**src/hw/pmbus_target_consts.svh**
```systemverilog
// Constants for the management serial target
`ifndef PMBUS_TARGET_CONSTS_SVH
`define PMBUS_TARGET_CONSTS_SVH

`define CMD_ON_OFF_CONTROL 8'h01
`define CMD_WRITE_PROTECT 8'h10
`define CMD_VIN_MODE 8'h78
`define CMD_USER_F2 8'hF2
`define CMD_WORD_LO 8'h88
`define CMD_WORD_HI 8'h8E
`define ALERT_RESP_ADDR 7'h0C
`define ALERT_RESP_ADDR8 8'h19
`define ON_OFF_RUN_BIT 7
`define WP_ALL 8'h80
`define WP_RESET 8'h00
`define PROG_OPEN_MS 16
`define PROG_OPEN_CYCLES (`PROG_OPEN_MS * 25000)
`define DIR_WRITE 1'b0
`define DIR_READ 1'b1

`endif

```
**src/hw/pmbus_target_pkg.sv**
```systemverilog
// Types for the management serial target
package pmbus_target_pkg;
  typedef enum logic [3:0] {
    ST_IDLE = 4'h0,
    ST_ADDR = 4'h1,
    ST_ADDR_ACK = 4'h3,
    ST_RX = 4'h2,
    ST_RX_ACK = 4'h6,
    ST_TX = 4'h7,
    ST_TX_ACK = 4'h5,
    ST_IGNORE = 4'h4
  } bus_state_t;
  typedef enum logic [1:0] {
    MODE_I2C = 2'h0,
    MODE_SMBUS = 2'h1,
    MODE_PMBUS = 2'h2
  } bus_mode_t;
endpackage

```
**src/hw/pec_crc8.sv**
```systemverilog
// CRC-8 (x^8+x^2+x+1) update over one byte for packet error checking
`timescale 1ns/1ps
module pec_crc8 (
  // Running value and byte in
  input wire logic [7:0] crc_i,
  input wire logic [7:0] data_i,
  // Updated value
  output logic [7:0] crc_o
);
  always_comb begin
    logic [7:0] c;
    c = crc_i ^ data_i;
    for (int i = 0; i < 8; i++) begin
      c = c[7] ? ((c << 1) ^ 8'h07) : (c << 1);
    end
    crc_o = c;
  end
endmodule

```
**src/hw/pmbus_target.sv**
```systemverilog
// Target-side serial management port with address strap and PEC
`timescale 1ns/1ps
`include "pmbus_target_consts.svh"
// Operation
// - Target address is one of 32 values picked by the strap pin level.
// - 8-bit addresses are even values in 80-8E, C0-CE, E0-EE, F0-FE.
// - Address byte LSB is direction: zero write, one read.
// - 7-bit address is the 8-bit value shifted right, 40 to 7F.
// - Writes to 78h and F2h allowed from about 16ms after reset until enable high.
// - If enable is already high, start soft-start 16ms after reset.
// - Pre-enable window also accepts writes replacing default contents.
// - Reads of 88h to 8Eh return two bytes plus optional PEC.
// - Reads of writable codes like 78h, F2h return one byte plus PEC in SMBus/PMBus.
// - SMBus/PMBus modes provide an alert line and packet error check.
// - PEC byte is optional in SMBus/PMBus and never sent in I2C.
// - SMBus/PMBus answer alert response address 19h with own address.
// - On/off bit 7 turns output on; bits 6-4 zero; 3-0 ignored.
// - After reset the on/off control mirrors the enable pin.
// - Write protect 80h blocks all writes except write-protect itself.
module pmbus_target
  import pmbus_target_pkg::*;
#(
  parameter int PROG_OPEN_CYCLES = `PROG_OPEN_CYCLES,
  parameter int WORD_CODES = 7
) (
  // Clock and reset
  input wire logic CLOCK_I,
  input wire logic RST_B_I,
  // Serial bus pins
  input wire logic SCL_I,
  input wire logic SDA_I,
  output logic SDA_O,
  output logic SDA_OE_O,
  output logic ALERT_B_O,
  // Strap, mode and enable
  input wire logic [4:0] ADDR_STRAP_PIN_I,
  input wire logic [1:0] BUS_MODE_I,
  input wire logic POWER_ENABLE_INPUT_I,
  input wire logic ALERT_REQ_I,
  // Telemetry words for 88h..8Eh
  input wire logic [WORD_CODES*16-1:0] TELEMETRY_I,
  // Regulator side
  output logic OUTPUT_ON_O,
  output logic SOFT_START_O,
  output logic PROG_WINDOW_O,
  output logic CFG_WRITE_O,
  output logic [7:0] CFG_CODE_O,
  output logic [7:0] CFG_DATA_O,
  output logic PEC_ERROR_O
);
  bus_state_t state_reg;
  logic scl_d_reg, sda_d_reg;
  logic [7:0] own_addr8_reg;
  logic [7:0] shift_reg, cmd_reg, wdata_reg, tx_reg, crc_reg;
  logic [3:0] bit_cnt_reg;
  logic [2:0] byte_cnt_reg;
  logic [7:0] crc_next;
  logic [7:0] on_off_reg, wp_reg, user_f2_reg, vin_mode_reg;
  logic reading_reg, ara_reg, strap_done_reg, on_off_touched_reg;
  logic [31:0] open_cnt_reg;
  logic window_open, start_det, stop_det, scl_rise, scl_fall;
  logic smb_mode, is_word, is_rd_cmd, wr_ok;
  logic [2:0] word_idx;
  logic [15:0] word_val;
  logic [7:0] rd_len;

  assign start_det = scl_d_reg && SCL_I && sda_d_reg && !SDA_I;
  assign stop_det = scl_d_reg && SCL_I && !sda_d_reg && SDA_I;
  assign scl_rise = !scl_d_reg && SCL_I;
  assign scl_fall = scl_d_reg && !SCL_I;
  assign smb_mode = (BUS_MODE_I != MODE_I2C);
  assign is_word = (cmd_reg >= `CMD_WORD_LO) &&
                   (cmd_reg <= `CMD_WORD_HI);
  assign word_idx = 3'(cmd_reg - `CMD_WORD_LO);
  assign word_val = TELEMETRY_I[word_idx*16 +: 16];
  assign rd_len = is_word ? 8'h02 : 8'h01;
  assign is_rd_cmd = !ara_reg;
  assign window_open = (open_cnt_reg >= 32'(PROG_OPEN_CYCLES)) &&
                       !POWER_ENABLE_INPUT_I;
  // Commit gate: write protect, window-only codes, reserved on/off bits
  assign wr_ok = ((wp_reg != `WP_ALL) ||
                  (cmd_reg == `CMD_WRITE_PROTECT)) &&
                 (window_open || ((cmd_reg != `CMD_VIN_MODE) &&
                                  (cmd_reg != `CMD_USER_F2))) &&
                 !((cmd_reg == `CMD_ON_OFF_CONTROL) &&
                   (wdata_reg[6:4] != 3'h0));

  pec_crc8 u_crc (
    .crc_i(crc_reg),
    .data_i(shift_reg),
    .crc_o(crc_next)
  );

  always_ff @(posedge CLOCK_I or negedge RST_B_I) begin
    if (!RST_B_I) begin
      scl_d_reg <= 1'b1;
      sda_d_reg <= 1'b1;
    end else begin
      scl_d_reg <= SCL_I;
      sda_d_reg <= SDA_I;
    end
  end

  // Strap captured once after reset release
  always_ff @(posedge CLOCK_I or negedge RST_B_I) begin
    if (!RST_B_I) begin
      own_addr8_reg <= 8'h80;
      strap_done_reg <= 1'b0;
    end else if (!strap_done_reg) begin
      strap_done_reg <= 1'b1;
      case (ADDR_STRAP_PIN_I[4:3])
        2'd0: own_addr8_reg <= {4'h8, ADDR_STRAP_PIN_I[2:0], 1'b0};
        2'd1: own_addr8_reg <= {4'hC, ADDR_STRAP_PIN_I[2:0], 1'b0};
        2'd2: own_addr8_reg <= {4'hE, ADDR_STRAP_PIN_I[2:0], 1'b0};
        default: own_addr8_reg <= {4'hF, ADDR_STRAP_PIN_I[2:0], 1'b0};
      endcase
    end
  end

  always_ff @(posedge CLOCK_I or negedge RST_B_I) begin
    if (!RST_B_I) begin
      open_cnt_reg <= 32'h0;
      SOFT_START_O <= 1'b0;
      PROG_WINDOW_O <= 1'b0;
    end else begin
      if (open_cnt_reg < 32'(PROG_OPEN_CYCLES)) begin
        open_cnt_reg <= open_cnt_reg + 32'h1;
      end
      PROG_WINDOW_O <= window_open;
      // Soft-start no earlier than the load delay after reset
      SOFT_START_O <= (open_cnt_reg >= 32'(PROG_OPEN_CYCLES)) &&
                      OUTPUT_ON_O;
    end
  end

  // Bus protocol engine
  always_ff @(posedge CLOCK_I or negedge RST_B_I) begin
    if (!RST_B_I) begin
      state_reg <= ST_IDLE;
      shift_reg <= 8'h00;
      bit_cnt_reg <= 4'h0;
      byte_cnt_reg <= 3'h0;
      cmd_reg <= 8'h00;
      wdata_reg <= 8'h00;
      tx_reg <= 8'h00;
      crc_reg <= 8'h00;
      reading_reg <= 1'b0;
      ara_reg <= 1'b0;
      SDA_O <= 1'b0;
      SDA_OE_O <= 1'b0;
      CFG_WRITE_O <= 1'b0;
      CFG_CODE_O <= 8'h00;
      CFG_DATA_O <= 8'h00;
      PEC_ERROR_O <= 1'b0;
    end else begin
      CFG_WRITE_O <= 1'b0;
      PEC_ERROR_O <= 1'b0;
      if (start_det) begin
        // Repeated start keeps the command byte for the read
        state_reg <= ST_ADDR;
        bit_cnt_reg <= 4'h0;
        SDA_OE_O <= 1'b0;
        if (state_reg == ST_IDLE) begin
          crc_reg <= 8'h00;
          byte_cnt_reg <= 3'h0;
        end
      end else if (stop_det) begin
        // Single data byte with no PEC commits at stop
        if (state_reg != ST_IGNORE && !reading_reg && !ara_reg &&
            byte_cnt_reg == 3'h2 && wr_ok) begin
          CFG_WRITE_O <= 1'b1;
          CFG_CODE_O <= cmd_reg;
          CFG_DATA_O <= wdata_reg;
        end
        state_reg <= ST_IDLE;
        SDA_OE_O <= 1'b0;
      end else begin
        case (state_reg)
          ST_ADDR, ST_RX: begin
            if (scl_rise) begin
              shift_reg <= {shift_reg[6:0], SDA_I};
              bit_cnt_reg <= bit_cnt_reg + 4'h1;
            end else if (scl_fall && bit_cnt_reg == 4'h8) begin
              bit_cnt_reg <= 4'h0;
              crc_reg <= crc_next;
              if (state_reg == ST_ADDR) begin
                reading_reg <= (shift_reg[0] == `DIR_READ);
                if (shift_reg[7:1] == own_addr8_reg[7:1]) begin
                  ara_reg <= 1'b0;
                  state_reg <= ST_ADDR_ACK;
                  SDA_O <= 1'b0;
                  SDA_OE_O <= 1'b1;
                end else if (smb_mode && shift_reg ==
                             `ALERT_RESP_ADDR8) begin
                  ara_reg <= 1'b1;
                  state_reg <= ST_ADDR_ACK;
                  SDA_O <= 1'b0;
                  SDA_OE_O <= 1'b1;
                end else begin
                  state_reg <= ST_IGNORE;
                end
              end else begin
                if (byte_cnt_reg == 3'h0) begin
                  cmd_reg <= shift_reg;
                end else if (byte_cnt_reg == 3'h1) begin
                  wdata_reg <= shift_reg;
                end else if (smb_mode && byte_cnt_reg == 3'h2) begin
                  // Trailing PEC byte checks the write
                  if (crc_reg != shift_reg) begin
                    PEC_ERROR_O <= 1'b1;
                  end else if (wr_ok) begin
                    CFG_WRITE_O <= 1'b1;
                    CFG_CODE_O <= cmd_reg;
                    CFG_DATA_O <= wdata_reg;
                  end
                  byte_cnt_reg <= 3'h4;
                end
                if (byte_cnt_reg < 3'h2) begin
                  byte_cnt_reg <= byte_cnt_reg + 3'h1;
                end
                state_reg <= ST_RX_ACK;
                SDA_O <= 1'b0;
                SDA_OE_O <= 1'b1;
              end
            end
          end
          ST_ADDR_ACK, ST_RX_ACK: begin
            if (scl_fall) begin
              SDA_OE_O <= 1'b0;
              if (state_reg == ST_ADDR_ACK && reading_reg) begin
                byte_cnt_reg <= 3'h0;
                if (ara_reg) begin
                  tx_reg <= own_addr8_reg;
                end else if (is_word) begin
                  tx_reg <= word_val[7:0];
                end else if (cmd_reg == `CMD_ON_OFF_CONTROL) begin
                  tx_reg <= on_off_reg;
                end else if (cmd_reg == `CMD_WRITE_PROTECT) begin
                  tx_reg <= wp_reg;
                end else if (cmd_reg == `CMD_USER_F2) begin
                  tx_reg <= user_f2_reg;
                end else begin
                  tx_reg <= vin_mode_reg;
                end
                state_reg <= ST_TX;
                SDA_OE_O <= 1'b1;
                SDA_O <= 1'b0;
              end else begin
                state_reg <= ST_RX;
              end
            end
          end
          ST_TX: begin
            SDA_OE_O <= !tx_reg[7];
            SDA_O <= 1'b0;
            if (scl_fall) begin
              bit_cnt_reg <= bit_cnt_reg + 4'h1;
              if (bit_cnt_reg == 4'h7) begin
                state_reg <= ST_TX_ACK;
                SDA_OE_O <= 1'b0;
              end else begin
                tx_reg <= {tx_reg[6:0], 1'b0};
              end
            end
            if (scl_rise && bit_cnt_reg == 4'h0) begin
              shift_reg <= tx_reg;
            end
          end
          ST_TX_ACK: begin
            if (scl_rise && SDA_I) begin
              state_reg <= ST_IGNORE;
            end else if (scl_fall) begin
              bit_cnt_reg <= 4'h0;
              byte_cnt_reg <= byte_cnt_reg + 3'h1;
              crc_reg <= crc_next;
              state_reg <= ST_TX;
              if (!ara_reg && byte_cnt_reg == 3'h0 && is_word) begin
                tx_reg <= word_val[15:8];
              end else if (smb_mode &&
                           {5'h0, byte_cnt_reg} == rd_len - 8'h1 &&
                           is_rd_cmd) begin
                tx_reg <= crc_next;
              end else begin
                tx_reg <= 8'hFF;
              end
            end
          end
          ST_IDLE, ST_IGNORE: begin
            SDA_OE_O <= 1'b0;
          end
          default: state_reg <= ST_IDLE;
        endcase
      end
    end
  end

  // Configuration registers
  always_ff @(posedge CLOCK_I or negedge RST_B_I) begin
    if (!RST_B_I) begin
      on_off_reg <= 8'h00;
      on_off_touched_reg <= 1'b0;
      wp_reg <= `WP_RESET;
      user_f2_reg <= 8'h00;
      vin_mode_reg <= 8'h00;
    end else begin
      if (!on_off_touched_reg) begin
        on_off_reg <= {POWER_ENABLE_INPUT_I, 7'h00};
      end
      if (CFG_WRITE_O) begin
        case (CFG_CODE_O)
          `CMD_ON_OFF_CONTROL: begin
            if (CFG_DATA_O[6:4] == 3'h0) begin
              on_off_reg <= {CFG_DATA_O[7], 7'h00};
              on_off_touched_reg <= 1'b1;
            end
          end
          `CMD_WRITE_PROTECT: wp_reg <= CFG_DATA_O;
          `CMD_USER_F2: if (window_open) user_f2_reg <= CFG_DATA_O;
          `CMD_VIN_MODE: if (window_open) vin_mode_reg <= CFG_DATA_O;
          default: ;
        endcase
      end
    end
  end

  always_ff @(posedge CLOCK_I or negedge RST_B_I) begin
    if (!RST_B_I) begin
      OUTPUT_ON_O <= 1'b0;
      ALERT_B_O <= 1'b1;
    end else begin
      OUTPUT_ON_O <= on_off_reg[`ON_OFF_RUN_BIT];
      ALERT_B_O <= !(smb_mode && ALERT_REQ_I);
    end
  end
endmodule

```
**config.mk**
```make
export PLATFORM = sky130hd
export DESIGN_NAME = pmbus_target
export DESIGN_NICKNAME = d
export VERILOG_FILES = /design/src/hw/pmbus_target_pkg.sv /design/src/hw/pec_crc8.sv /design/src/hw/pmbus_target.sv
export VERILOG_INCLUDE_DIRS = /design/src /design/src/hw
export SDC_FILE = /design/constraint.sdc
export NUM_CORES = 1
export LEC_CHECK = 0
export BUFFER_PORTS_ARGS = -buffer_cell sky130_fd_sc_hd__buf_2
export CAP_MARGIN = 10
export CELL_PAD_IN_SITES_DETAIL_PLACEMENT = 2
export CELL_PAD_IN_SITES_GLOBAL_PLACEMENT = 2
export CORE_MARGIN = 3
export CORE_UTILIZATION = 30
export DETAILED_ROUTE_END_ITERATION = 12
export GPL_ROUTABILITY_DRIVEN = 0
export GPL_TIMING_DRIVEN = 1
export PLACE_DENSITY_LB_ADDON = 0.1
export SYNTH_ARGS = -nofsm -noshare
export SYNTH_HDL_FRONTEND = slang
export SYNTH_SLANG_ARGS = --single-unit
```
**constraint.sdc**
```tcl
create_clock -name CLOCK_I -period 2.4 [get_ports CLOCK_I]
set_input_delay 0.24 -clock CLOCK_I [delete_from_list [all_inputs] [get_ports CLOCK_I]]
set_output_delay 0.24 -clock CLOCK_I [all_outputs]
set_load 0.01 [all_outputs]
```
=== Word level (Yosys, flattened, before mapping) ===
Cells that the tools add are included.

* Flip-flop bits (word level): 153
* Output and inout bits: 24
* Logic and storage cells: 343

* Add/subtract/negate cells: 5
* Order comparisons: 5
* Eq/ne operators: 67
* Shift-type cells: 1
* Mux-type cells: 141
* Bitwise logic cells: 14
* Reductions and logical operators: 80

{| class="wikitable"
|+ Operators by type and width
! kind !! count
|-
| $mux W8 || 48
|-
| $shiftx A112 B8 Y16 || 1
|-
| $mux W3 || 25
|-
| $mux W4 || 17
|-
| $mux W1 || 41
|-
| $ne A4 B4 Y1 const B || 10
|-
| $add A32 B1 Y32 const B || 1
|-
| $ge A32 B19 Y1 const B || 1
|-
| $lt A32 B19 Y1 const B || 1
|-
| $ne A2 B2 Y1 const B || 16
|-
| $pmux W8 S2 || 2
|-
| $logic_and A1 B1 Y1 || 29
|-
| $reduce_and A7 Y1 || 4
|-
| $ne A3 B3 Y1 const B || 9
|-
| $eq A8 B5 Y1 const B || 3
|-
| $not A3 Y3 || 8
|-
| $pmux W8 S3 || 1
|-
| $pmux W7 S3 || 1
|-
| $eq A4 B3 Y1 const B || 5
|-
| $pmux W4 S5 || 1
|-
| $eq A8 B1 Y1 const B || 2
|-
| $eq A8 B8 Y1 const B || 2
|-
| $ne A8 B8 Y1 const B || 2
|-
| $reduce_and A8 Y1 || 2
|-
| 47 further kinds || 81
|}

=== Logic depth before layout (Yosys ltp) ===
Gate-level depths: netlist of the first run.

* Depth in word-level cells: 22
* Depth in mapped cells: 10

=== Hierarchy ===
A second synthesis of the first run with hierarchy kept.

* Cell total of the unflattened synthesis: 794
* Area, all modules: 8498.2 µm²

{| class="wikitable"
|+ Modules (own cells, without submodules)
! module !! times used !! cells an instance !! area each (µm²) !! sequential area each (µm²)
|-
| pmbus_target || 1 || 774 || 8285.4 || 3732.3
|-
| pec_crc8 || 1 || 20 || 212.7 || 0.0
|}

=== Worst setup path after synthesis of the first run ===
No wires, ideal clock.

* Path kind: register to register
* From: register byte_cnt_reg[0]
* To: register CFG_DATA_O[7]
* Setup time: 0.128 ns
* Arrival: 2.247 ns
* Setup slack: 0.026 ns
* Stages on the path, launching flop included: 10
* Path buffers: 2
* Cells stage by stage: dfrtp_1 inv_1 ha_1 or4b_1 a211oi_1 a31oi_1 a311o_1 buf_2 buf_4 mux2_1

* Word-level cells in the longest chain between the ends: 5
* Elaborated cells on any way between the ends: 11
* Classes of those cells: 5 x eq/ne; 6 x reduce/logical

{| class="wikitable"
|+ Ends and longest elaborated chain
! element !! line !! source
|-
| start: declaration || pmbus_target.sv:56 || <nowiki>logic [2:0] byte_cnt_reg;</nowiki>
|-
| start signal: assignment || pmbus_target.sv:219 || <nowiki>byte_cnt_reg <= byte_cnt_reg + 3'h1;</nowiki>
|-
| start signal: assignment || pmbus_target.sv:274 || <nowiki>byte_cnt_reg <= byte_cnt_reg + 3'h1;</nowiki>
|-
| $eq A3 B2 Y1 || pmbus_target.sv:170, pmbus_target.sv:207 ||
|-
| $logic_and A1 B1 Y1 || pmbus_target.sv:169 || <nowiki>if (state_reg != ST_IGNORE && !reading_reg && !ara_reg &&</nowiki>
|-
| $logic_and A1 B1 Y1 || pmbus_target.sv:170 || <nowiki>byte_cnt_reg == 3'h2 && wr_ok) begin</nowiki>
|-
| $ne A2 B1 Y1 (no source line) || -- ||
|-
| $reduce_and A11 Y1 (no source line) (*) || -- ||
|-
| end signal: assignment || pmbus_target.sv:173 || <nowiki>CFG_DATA_O <= wdata_reg;</nowiki>
|-
| end signal: assignment || pmbus_target.sv:214 || <nowiki>CFG_DATA_O <= wdata_reg;</nowiki>
|-
| end: declaration || pmbus_target.sv:48 || <nowiki>output logic [7:0] CFG_DATA_O,</nowiki>
|}

Mark *: on every way between the ends. The rest lies on a longest branch, timed or not.
A chain may end at the register's enable or synchronous reset.

=== Worst setup path in the final report of the first run ===
* From: register open_cnt_reg[31]
* To: register CFG_DATA_O[0]

* Word-level cells in the longest chain between the ends: 8
* Elaborated cells on any way between the ends: 9
* Classes of those cells: 1 x order compare; 1 x eq/ne; 7 x reduce/logical

{| class="wikitable"
|+ Ends and longest elaborated chain
! element !! line !! source
|-
| start: declaration || pmbus_target.sv:60 || <nowiki>logic [31:0] open_cnt_reg;</nowiki>
|-
| start signal: assignment || pmbus_target.sv:127 || <nowiki>open_cnt_reg <= open_cnt_reg + 32'h1;</nowiki>
|-
| $ge A32 B19 Y1 (*) || pmbus_target.sv:78 || <nowiki>assign window_open = (open_cnt_reg >= 32'(PROG_OPEN_CYCLES)) &&</nowiki>
|-
| $logic_and A1 B1 Y1 (*) || pmbus_target.sv:78 ||
|-
| $logic_or A1 B1 Y1 (*) || pmbus_target.sv:83 || <nowiki>(window_open || ((cmd_reg != `CMD_VIN_MODE) &&</nowiki>
|-
| $logic_and A1 B1 Y1 (*) (2 in a row) || pmbus_target.sv:81 || <nowiki>assign wr_ok = ((wp_reg != `WP_ALL) ||</nowiki>
|-
| $logic_and A1 B1 Y1 || pmbus_target.sv:170 ||
|-
| $ne A2 B1 Y1 (no source line) || -- ||
|-
| $reduce_and A11 Y1 (no source line) (*) || -- ||
|}

Marks and branches as above.

==> results of run 1 <==
## kinds of logic after synthesis
family | share of synthesized area, %
simple gates | 14.0
compound gates | 13.2
flops | 45.2
mux | 17.3
buf+inv | 3.50
xor+xnor | 5.06
fa+ha+maj | 1.67
other cells | 0.0909
## final cells by class
type | instances | area, um^2
Timing Repair Buffer | 236 | 1510
Sequential cell | 149 | 3730
Multi-Input combinational cell | 556 | 4380
Clock buffer | 18 | 429
Fill cell | 2862 | 16300
Tap cell | 341 | 427
Clock inverter | 14 | 158
Inverter | 15 | 56.3
## metal layers
metal / GRT usage, % / part of all wire, % / vias up
li1: - / - / 3236
met2: 37.7 / 54 / 99
met5: 0 / 0 / -
met1: 25.3 / 43 / 3667
met3: 3.29 / 2.5 / 23
met4: 4.27 / 1.2 / 0
## metrics by stage
stage                     utilization [%]  instances  TNS, ns  setup WS, ns
after floorplan                         -        776        0        0.0255
after global placement               36.7       1291    -2.80       -0.0970
after detailed placement             36.7       1291    -4.01        -0.151
after CTS                            39.3       1330        0      0.000583
after global routing                 39.6       1329    -1.12       -0.0735
final                                39.6       1329        0        0.0211
## power breakdown
group	switching, mW	internal [mW]	total, mW
clock	1.25	1.48	2.73
combinational	1.68	1.44	3.12
sequential	0.261	2.78	3.04
total	3.18	5.71	8.89
## repair_timing
action,CTS,global route
hold buffers,4,0
resized for setup,12,30
setup buffers,3,1
hold endpoints to repair,61,0
setup endpoints to repair,36,53
pin swaps,4,5
## worst max path at each step
stage | start | to | slack, ns | cells after the start
after detailed placement | cmd_reg[3]$_DFFE_PN0P_ | tx_reg[6]$_DFFE_PN0P_ | -0.15 | 7
after global routing | open_cnt_reg[31]$_DFFE_PN0P_ | CFG_DATA_O[0]$_DFFE_PN0P_ | -0.07 | 8
after global placement | open_cnt_reg[31]$_DFFE_PN0P_ | user_f2_reg[1]$_DFFE_PN0P_ | -0.1 | 8
after CTS | cmd_reg[0]$_DFFE_PN0P_ | tx_reg[1]$_DFFE_PN0P_ | 0.0006 | 7
final | open_cnt_reg[31]$_DFFE_PN0P_ | CFG_DATA_O[0]$_DFFE_PN0P_ | 0.02 | 8
after floorplan | byte_cnt_reg[0]$_DFFE_PN0P_ | CFG_DATA_O[7]$_DFFE_PN0P_ | 0.03 | 9
## cells in the final DEF (no fill, tap or decap), drive strengths merged, types with 10 or more instances in the layout
cell	synthesis	routed
o21ai	34	34
mux2i	42	42
inv	14	23
xnor2	36	36
ha	11	11
and3	12	12
dfrtp	146	146
buf	14	232
nand3	22	22
nor2	53	53
mux2	71	71
nand2b	12	12
a221oi	10	10
nand2	53	53
nor3	14	14
o2bb2ai	10	10
clkbuf	42	18
a21oi	27	27
==> results.ini, run 1 <==
[cts]
clock_latency_ns=0.43
cts_root_buffer=clkbuf_16
clkSinkCount=149
cts_made_buffers=17
htreeDepth=4
clockBufferDepth=2
tritoncts=yes
clk_pin_slew_worst_paths_ns=0.07

[setup_path]
crit_family=simple AND/OR/NAND/NOR gates
crit_chain=or4_4 -> nor3_2 -> nand3_2 -> buf_6 -> o21bai_4 -> a311o_1 -> buf_12 -> mux2_2
cp_max_fo=17
r2r-end=CFG_DATA_O[0]$_DFFE_PN0P_
crit_required_ns=2.70
cp.arrival_ns=2.68
r2r_start=open_cnt_reg[31]$_DFFE_PN0P_
cp_slowest_cell=or4_4
criticalPathCategory=reg -> reg
crit_path_max_incr_delay_ns=0.53
cp_num_buf_inv=2
reg2reg_setup_slack_ns=0.02
startpoint_type=flop
ff2ff_path_depth=8
cp-end-kind=flop

[grt]
first_global_vias=8106
grt_overflow=0
grt_pass1_wl_mm=46.7
grt_usage_pct=20.5
grt_antenna_before_repair=0
grt_start_max_net_pins=61

[floorplanning]
dieArea_um2=29600
coreArea_um2=27000
pin_count=149
die_w_um=172
rows=60
die_y_um=172
initial_core_util_pct=30.6

[routing]
drt_wl_total_mm=29.5
dr.first_iter.drc_count=329
dr.pass1.iters=4
via_count=7025
via_per_inst=5.29
drc=0
antenna_left=0
wire_per_inst_um=22.2

[timing]
whs_ns=0.0468
max_freq_mhz=420
period_share_pct=99.1
hold_viol=0
skew_ns=0.0178
slew_headroom_pct=61.1
fin_crit_ns=2.38
rsz0062_at_grt=true
max_slew.worst_pin.slew_ns=0.572
slew_viol_final=0
setup_viol=0

[finish]
area_growth_syn_to_layout_pct=29.3
finish.instance_area_um2=10700
nNetsFinal=1111
diodes=0
largest_reg_flops=32
drive_above_1_share_pct=38.8

[power]
vdd_drop_max_mv=0.459
p_leak_nw=5.01
powerDensity_nw_per_um2=832
power.total_mw=8.89

[synth]
avgSynthCellArea_um2=10.7
ys_ff_latch=149
yosysUniqueCellTypes=74
synth-edff-count=0
yosysSeqAreaShare_pct=45.2
netlist_area_um2=8270
synth.most_common_cell=dfrtp_1
synth_area_leader_cell=dfrtp_1
synth_area_leaders=dfrtp_1, mux2_2, mux2i_1
yosys-top-cells-count=dfrtp_1, mux2_2, nand2_1
synth_ff_type=dfrtp_1
async_flop_share_pct=100
yosys.area.top_type_share_pct=44.2
synth_cells=776
yosys_warnings=0
syn_nets=912

[placement]
place_area_um2=9930
numPortBuffers=147
hpwl_mm=22.7

[hold_path]
hold_end=own_addr8_reg[2]$_DFFE_PN0N_
worstHoldStart=ADDR_STRAP_PIN_I[1]
worstHoldPathCells=2
hp-class=in -> reg

[outcome]
status=completed

[run]
drv_cap=0

No activity file was read; power rests on OpenSTA's default activity.
==> run 2: changes to the inputs <==
ABC_AREA = 1   (was unset)
CAP_MARGIN = 5   (was 10)
CORE_UTILIZATION = 29   (was 30)
==> results.ini, run 2 <==
[synth]
yosys_warnings=0  ; unchanged
yosys-top-cells-count=nand2_1, dfrtp_1, nor2_1  ; was dfrtp_1, mux2_2, nand2_1
yosysSeqAreaShare_pct=41.3  ; was 45.2%
synth.most_common_cell=nand2_1  ; was dfrtp_1
synth_cells=1260  ; was 776
ys_ff_latch=149  ; unchanged
netlist_area_um2=9030  ; was 8270 um^2
syn_nets=1396  ; was 912
yosys.area.top_type_share_pct=40.4  ; was 44.2%
yosysUniqueCellTypes=52  ; was 74
synth_ff_type=dfrtp_1  ; unchanged
synth_area_leader_cell=dfrtp_1  ; unchanged
async_flop_share_pct=100  ; unchanged
synth-edff-count=0  ; unchanged
synth_area_leaders=dfrtp_1, nand2_1, nor2_1  ; was dfrtp_1, mux2_2, mux2i_1
avgSynthCellArea_um2=7.17  ; was 10.7 um^2

[routing]
dr.first_iter.drc_count=405  ; was 329
wire_per_inst_um=19.5  ; was 22.2 um
dr.pass1.iters=4  ; unchanged
via_per_inst=4.98  ; was 5.29
via_count=9201  ; was 7,025
antenna_left=0  ; unchanged
drc=0  ; unchanged
drt_wl_total_mm=36.1  ; was 29.5 mm

[power]
powerDensity_nw_per_um2=844  ; was 832 nW/um^2
p_switching_mw=3.85  ; was 3.18 mW
p_leak_nw=5.46  ; was 5.01 nW
seq_power_share_pct=33.2  ; was 34.2%
internal_power_mw=5.52  ; was 5.71 mW
clkPwrFrac_pct=28.3  ; was 30.7%
p_comb_share_pct=38.5  ; was 35.1%
p_sw_share_pct=41.1  ; was 35.8%
vdd_drop_max_mv=0.615  ; was 0.459 mV

[timing]
slew_viol_final=0  ; unchanged
tns_ns=0  ; unchanged
fin_ws_ns=0.217  ; was 0.0211 ns
slew_headroom_pct=51.3  ; was 61.1%
fin_crit_ns=2.18  ; was 2.38 ns
hold_viol=0  ; unchanged
period_share_pct=91.0  ; was 99.1%
skew_ns=0.0124  ; was 0.0178 ns
max_slew.worst_pin.slew_ns=0.725  ; was 0.572 ns
rsz0062_at_grt=false  ; was true
setup_viol=0  ; unchanged
max_freq_mhz=458  ; was 420 MHz

[grt]
first_global_vias=10197  ; was 8,106
grt_antenna_before_repair=0  ; unchanged
grt_pass1_wl_mm=57.6  ; was 46.7 mm
grt_overflow=0  ; unchanged
grt_start_max_net_pins=56  ; was 61
grt_usage_pct=22.0  ; was 20.5%

[cts]
htreeDepth=4  ; unchanged
clkSinkCount=149  ; unchanged
cts_made_buffers=17  ; unchanged
clk_pin_slew_worst_paths_ns=0.06  ; was 0.07 ns
clockBufferDepth=2  ; unchanged
clock_latency_ns=0.43  ; about the same
tritoncts=yes  ; unchanged
cts_root_buffer=clkbuf_16  ; unchanged

[finish]
nNetsFinal=1579  ; was 1,111
utilization_pct=36.7  ; was 39.6%
regArea_um2=3730  ; about the same
final_common_cell=nand2_1  ; was buf_2
drive_above_1_share_pct=20.1  ; was 38.8%
multi_input_area_um2=4540  ; was 4380 um^2
largest_reg_flops=32  ; unchanged
mostFrequentLayoutCells=nand2_1, dfrtp_1, buf_2, nor2_1, inv_1  ; was buf_2, dfrtp_1, buf_4, mux2_2, nand2_1
n_fill_cell=3668  ; was 2,862
area_growth_syn_to_layout_pct=22.8  ; was 29.3%
diodes=0  ; unchanged

[hold_path]
worstHoldPathCells=3  ; was 2
hp-class=in -> reg  ; unchanged

[setup_path]
ff2ff_path_depth=10  ; was 8
startpoint_type=flop  ; unchanged
cp_max_fo=17  ; unchanged
cp.arrival_ns=2.50  ; was 2.68 ns
criticalPathCategory=reg -> reg  ; unchanged
crit_required_ns=2.72  ; was 2.70 ns
cp-end-kind=flop  ; unchanged

[floorplanning]
die_w_um=182  ; was 172 um
rows=63  ; was 60
die_y_um=182  ; was 172 um
pin_count=149  ; unchanged
initial_core_util_pct=29.9  ; was 30.6%
coreArea_um2=30200  ; was 27,000 um^2
dieArea_um2=33300  ; was 29,600 um^2

[placement]
post-place-ws_ns=0.237  ; was -0.151 ns
hpwl_mm=28.7  ; was 22.7 mm
numPortBuffers=147  ; unchanged

[outcome]
status=completed  ; unchanged

[run]
drv_cap=0  ; unchanged

-- run 2: changes by cell type in the layout (fill, tap and decap cells not counted), sizes merged, moves of 42 or more --
cell and change:
inv +109, mux2 -71, mux2i -42, nand2 +336
nand3 +73, nor2 +86, o21ai +63
-- run 2: stage by stage --
step	total power [mW]	area, um^2	hold WS, ns	std cells
3_3_place_gp	6.67	10500	0.165	1810
5_1_grt	10.1	11100	0.0683	1846
3_5_place_dp	6.77	10500	0.165	1810
6_report	9.36	11100	0.0561	1846
4_1_cts	9.49	11100	0.0461	1846
2_1_floorplan	5.30	9030	-0.0556	1260
-- run 2: cell type report --
type / instances / share of cell area (%)
timing repair buffer: 213 / 11.5
multi-input combinational: 932 / 40.9
sequential: 149 / 33.6
inverter: 130 / 4.42
clock buffer: 19 / 3.99
clock inverter: 13 / 1.13
tap: 390 / 4.40
-- run 2: final timing paths --
path	from	to	slack, ns
setup / recovery	byte_cnt_reg[0]$_DFFE_PN0P_	CFG_CODE_O[5]$_DFFE_PN0P_	0.22
hold / removal	ADDR_STRAP_PIN_I[1]	own_addr8_reg[2]$_DFFE_PN0N_	0.06
setup reg to reg	byte_cnt_reg[0]$_DFFE_PN0P_	CFG_CODE_O[5]$_DFFE_PN0P_	0.22
hold reg to reg	open_cnt_reg[27]$_DFFE_PN0P_	open_cnt_reg[27]$_DFFE_PN0P_	0.38
max in group asynchronous	RST_B_I	wdata_reg[2]$_DFFE_PN0P_	1.43
min in group asynchronous	RST_B_I	on_off_reg[4]$_DFF_PN0_	0.28
-- run 2: logic make-up (layout without fill, tap and decap cells) --
kind of cell / Yosys count / in the layout / share of synthesized area [%]
xor gates and xnor gates: 29 / 29 / 2.81
AOI/OAI and AO/OA: 178 / 178 / 11.3
and+or+nand+nor: 712 / 712 / 34.6
other: 2 / 2 / 0.0831
DFF: 149 / 149 / 41.3
adders and majority gates: 11 / 11 / 1.52
buffers and inverters: 179 / 375 / 8.42
-- run 2: power by group through the flow --
stage / Clock [mW] / Combinational, mW / Sequential [mW]
2_1_floorplan: 0 / 2.26 / 3.04
3_3_place_gp: 0 / 3.54 / 3.13
3_5_place_dp: 0 / 3.62 / 3.15
4_1_cts: 2.73 / 3.66 / 3.11
5_1_grt: 2.83 / 4.12 / 3.16
6_report: 2.65 / 3.61 / 3.11
-- run 2: what timing repair did --
item	CTS	global route
setup endpoints to repair	0	1
endpoints found under the hold margin	33	0
buffers inserted	0	0
gates resized for setup	0	1
hold buffers	4	0
-- run 2: critical path, stage by stage (launching register included) --
cell and delay (ns):
dfrtp_1 0.46, inv_1 0.12, ha_1 0.26, nand2_1 0.13, inv_1 0.12, nor3_4 0.23, nand3_2 0.13, o21ai_4 0.21
nand3_4 0.23, nand2_1 0.13, nand2_1 0.06
-- run 2: routing by layer --
metal | GRT usage, % | vias to the layer above | share of wire [%]
li1 | - | 4462 | -
met1 | 29.5 | 4588 | 47
met2 | 37.4 | 121 | 48
met3 | 2.65 | 30 | 2.2
met4 | 6.34 | 0 | 2.2
met5 | 0 | - | 0
==> run 3: changes to the inputs <==
HOLD_SLACK_MARGIN = 0.06   (was unset)
==> results.ini, run 3 (synthesized netlist as in run 2, its figures left out) <==
[finish]
area_growth_syn_to_layout_pct=23.1  ; was 22.8%
diodes=0  ; unchanged
final_common_cell=nand2_1  ; unchanged
drive_above_1_share_pct=20.1  ; about the same
nNetsFinal=1582  ; was 1,579
largest_reg_flops=32  ; unchanged
utilization_pct=36.8  ; was 36.7%
mostFrequentLayoutCells=nand2_1, dfrtp_1, buf_2, nor2_1, inv_1  ; unchanged

[grt]
grt_overflow=0  ; unchanged
first_global_vias=10212  ; was 10,197
grt_start_max_net_pins=56  ; unchanged
grt_pass1_wl_mm=57.6  ; about the same
grt_usage_pct=22.0  ; about the same
grt_antenna_before_repair=0  ; unchanged

[timing]
period_share_pct=91.0  ; about the same
slew_viol_final=0  ; unchanged
skew_ns=0.0124  ; about the same
setup_viol=0  ; unchanged
max_slew.worst_pin.slew_ns=0.746  ; was 0.725 ns
rsz0062_at_grt=false  ; unchanged
max_freq_mhz=458  ; about the same
hold_viol=0  ; unchanged
fin_crit_ns=2.18  ; about the same
slew_headroom_pct=49.8  ; was 51.3%
tns_ns=0  ; unchanged
whs_ns=0.0853  ; was 0.0561 ns

[power]
p_switching_mw=3.85  ; about the same
power.total_mw=9.37  ; was 9.36 mW
p_sw_share_pct=41.1  ; about the same
p_comb_share_pct=38.6  ; was 38.5%
internal_power_mw=5.52  ; about the same
p_leak_nw=5.47  ; was 5.46 nW
vdd_drop_max_mv=0.617  ; was 0.615 mV
powerDensity_nw_per_um2=842  ; was 844 nW/um^2
seq_power_share_pct=33.1  ; was 33.2%
clkPwrFrac_pct=28.3  ; about the same

[placement]
hpwl_mm=28.7  ; unchanged
numPortBuffers=147  ; unchanged

[hold_path]
worstHoldStart=ADDR_STRAP_PIN_I[4]  ; was ADDR_STRAP_PIN_I[1]
hp-class=in -> reg  ; unchanged

[routing]
dr.pass1.iters=4  ; unchanged
drt_wl_total_mm=36.1  ; about the same
via_per_inst=4.98  ; about the same
antenna_left=0  ; unchanged
drc=0  ; unchanged
dr.first_iter.drc_count=404  ; was 405
via_count=9215  ; was 9,201
wire_per_inst_um=19.5  ; about the same

[setup_path]
r2r-end=CFG_CODE_O[0]$_DFFE_PN0P_  ; was CFG_CODE_O[5]$_DFFE_PN0P_
startpoint_type=flop  ; unchanged
worstSetupPathDepth=10  ; unchanged
crit_path_max_incr_delay_ns=0.46  ; about the same
reg2reg_setup_slack_ns=0.22  ; about the same
cp_slowest_cell=dfrtp_1  ; unchanged
cp-end-kind=flop  ; unchanged
setup.worst_path.end=CFG_CODE_O[0]$_DFFE_PN0P_  ; was CFG_CODE_O[5]$_DFFE_PN0P_
cp_common_cell=nand2_1  ; unchanged
crit_required_ns=2.71  ; was 2.72 ns
crit_family=simple AND/OR/NAND/NOR gates  ; unchanged
startpoint=byte_cnt_reg[0]$_DFFE_PN0P_  ; unchanged
cp_max_fo=17  ; unchanged
cp_num_buf_inv=2  ; unchanged
criticalPathCategory=reg -> reg  ; unchanged
ff2ff_path_depth=10  ; unchanged
cp.arrival_ns=2.50  ; about the same
r2r_start=byte_cnt_reg[0]$_DFFE_PN0P_  ; unchanged
crit_chain=inv_1 -> ha_1 -> nand2_1 -> inv_1 -> nor3_4 -> nand3_2 -> o21ai_4 -> nand3_4 -> nand2_1 -> nand2_1  ; unchanged

[cts]
clk_pin_slew_worst_paths_ns=0.06  ; about the same
tritoncts=yes  ; unchanged
cts_made_buffers=17  ; unchanged
cts_setup_buffers=0  ; unchanged
htreeDepth=4  ; unchanged
clock_latency_ns=0.43  ; about the same
cts_root_buffer=clkbuf_16  ; unchanged
clockBufferDepth=2  ; unchanged
clkSinkCount=149  ; unchanged

[floorplanning]
dieArea_um2=33300  ; unchanged
die_w_um=182  ; unchanged
coreArea_um2=30200  ; unchanged
pin_count=149  ; unchanged
rows=63  ; unchanged
initial_core_util_pct=29.9  ; unchanged
die_y_um=182  ; unchanged

[outcome]
status=completed  ; unchanged

[run]
drv_cap=0  ; unchanged

==> run 3: cell count changes in the layout (fill, tap and decap cells not counted) <==
| cell | change |
|---|---|
| dlygate4sd3_1 | +3 |
==> run 3: metrics by stage <==
step	instances	cell area, um^2	setup WS, ns
finish	1849	11100	0.217
global route	1849	11100	0.0219
CTS	1849	11100	0.219
detailed placement	1810	10500	0.237
global placement	1810	10500	0.272
floorplan	1260	9030	0.390
==> run 3: final cells by class <==
| class | count | area [um^2] |
|---|---|---|
| multi-input combinational | 932 | 4540 |
| clock inverter | 13 | 125 |
| tap | 390 | 488 |
| timing repair buffer | 216 | 1300 |
| sequential | 149 | 3730 |
| fill | 3667 | 19100 |
| clock buffer | 19 | 443 |
| inverter | 130 | 490 |
==> run 3: worst min path at each step <==
stage,cells past startpoint,slack [ns],to
after floorplan,0,-0.06,CFG_CODE_O[0]$_DFFE_PN0P_
after global placement,1,0.17,on_off_reg[4]$_DFF_PN0_
after detailed placement,1,0.16,on_off_reg[4]$_DFF_PN0_
after CTS,3,0.07,own_addr8_reg[5]$_DFFE_PN0N_
after global routing,3,0.1,own_addr8_reg[5]$_DFFE_PN0N_
final,3,0.09,own_addr8_reg[5]$_DFFE_PN0N_
==> run 3: tightest hold or removal path, delay by kind of cell <==
kind,cells,cell delay (ns)
AOI/OAI and AO/OA,1,0.07
buffers and inverters,1,0.11
and+or+nand+nor,1,0.05
==> run 3: repair_timing <==
action,in CTS,in global routing
hold endpoints to repair,36,0
resized for setup,0,1
hold buffers,7,0
endpoints found under the setup margin,0,1
==> run 3: per-layer routing <==
metal | global-route usage, % | routed length [um] | vias to the layer above
met5 | 0 | 0 | -
met3 | 2.65 | 871 | 33
met1 | 29.5 | 17000 | 4590
met4 | 6.34 | 803 | 0
li1 | - | - | 4469
met2 | 37.5 | 17400 | 123
==> run 3: power by group through the flow <==
stage | sequential (mW) | combinational, mW | clock (mW)
after global routing | 3.16 | 4.12 | 2.83
final | 3.11 | 3.61 | 2.65
after floorplan | 3.04 | 2.26 | 0
after CTS | 3.11 | 3.66 | 2.73
after global placement | 3.13 | 3.54 | 0
after detailed placement | 3.15 | 3.62 | 0
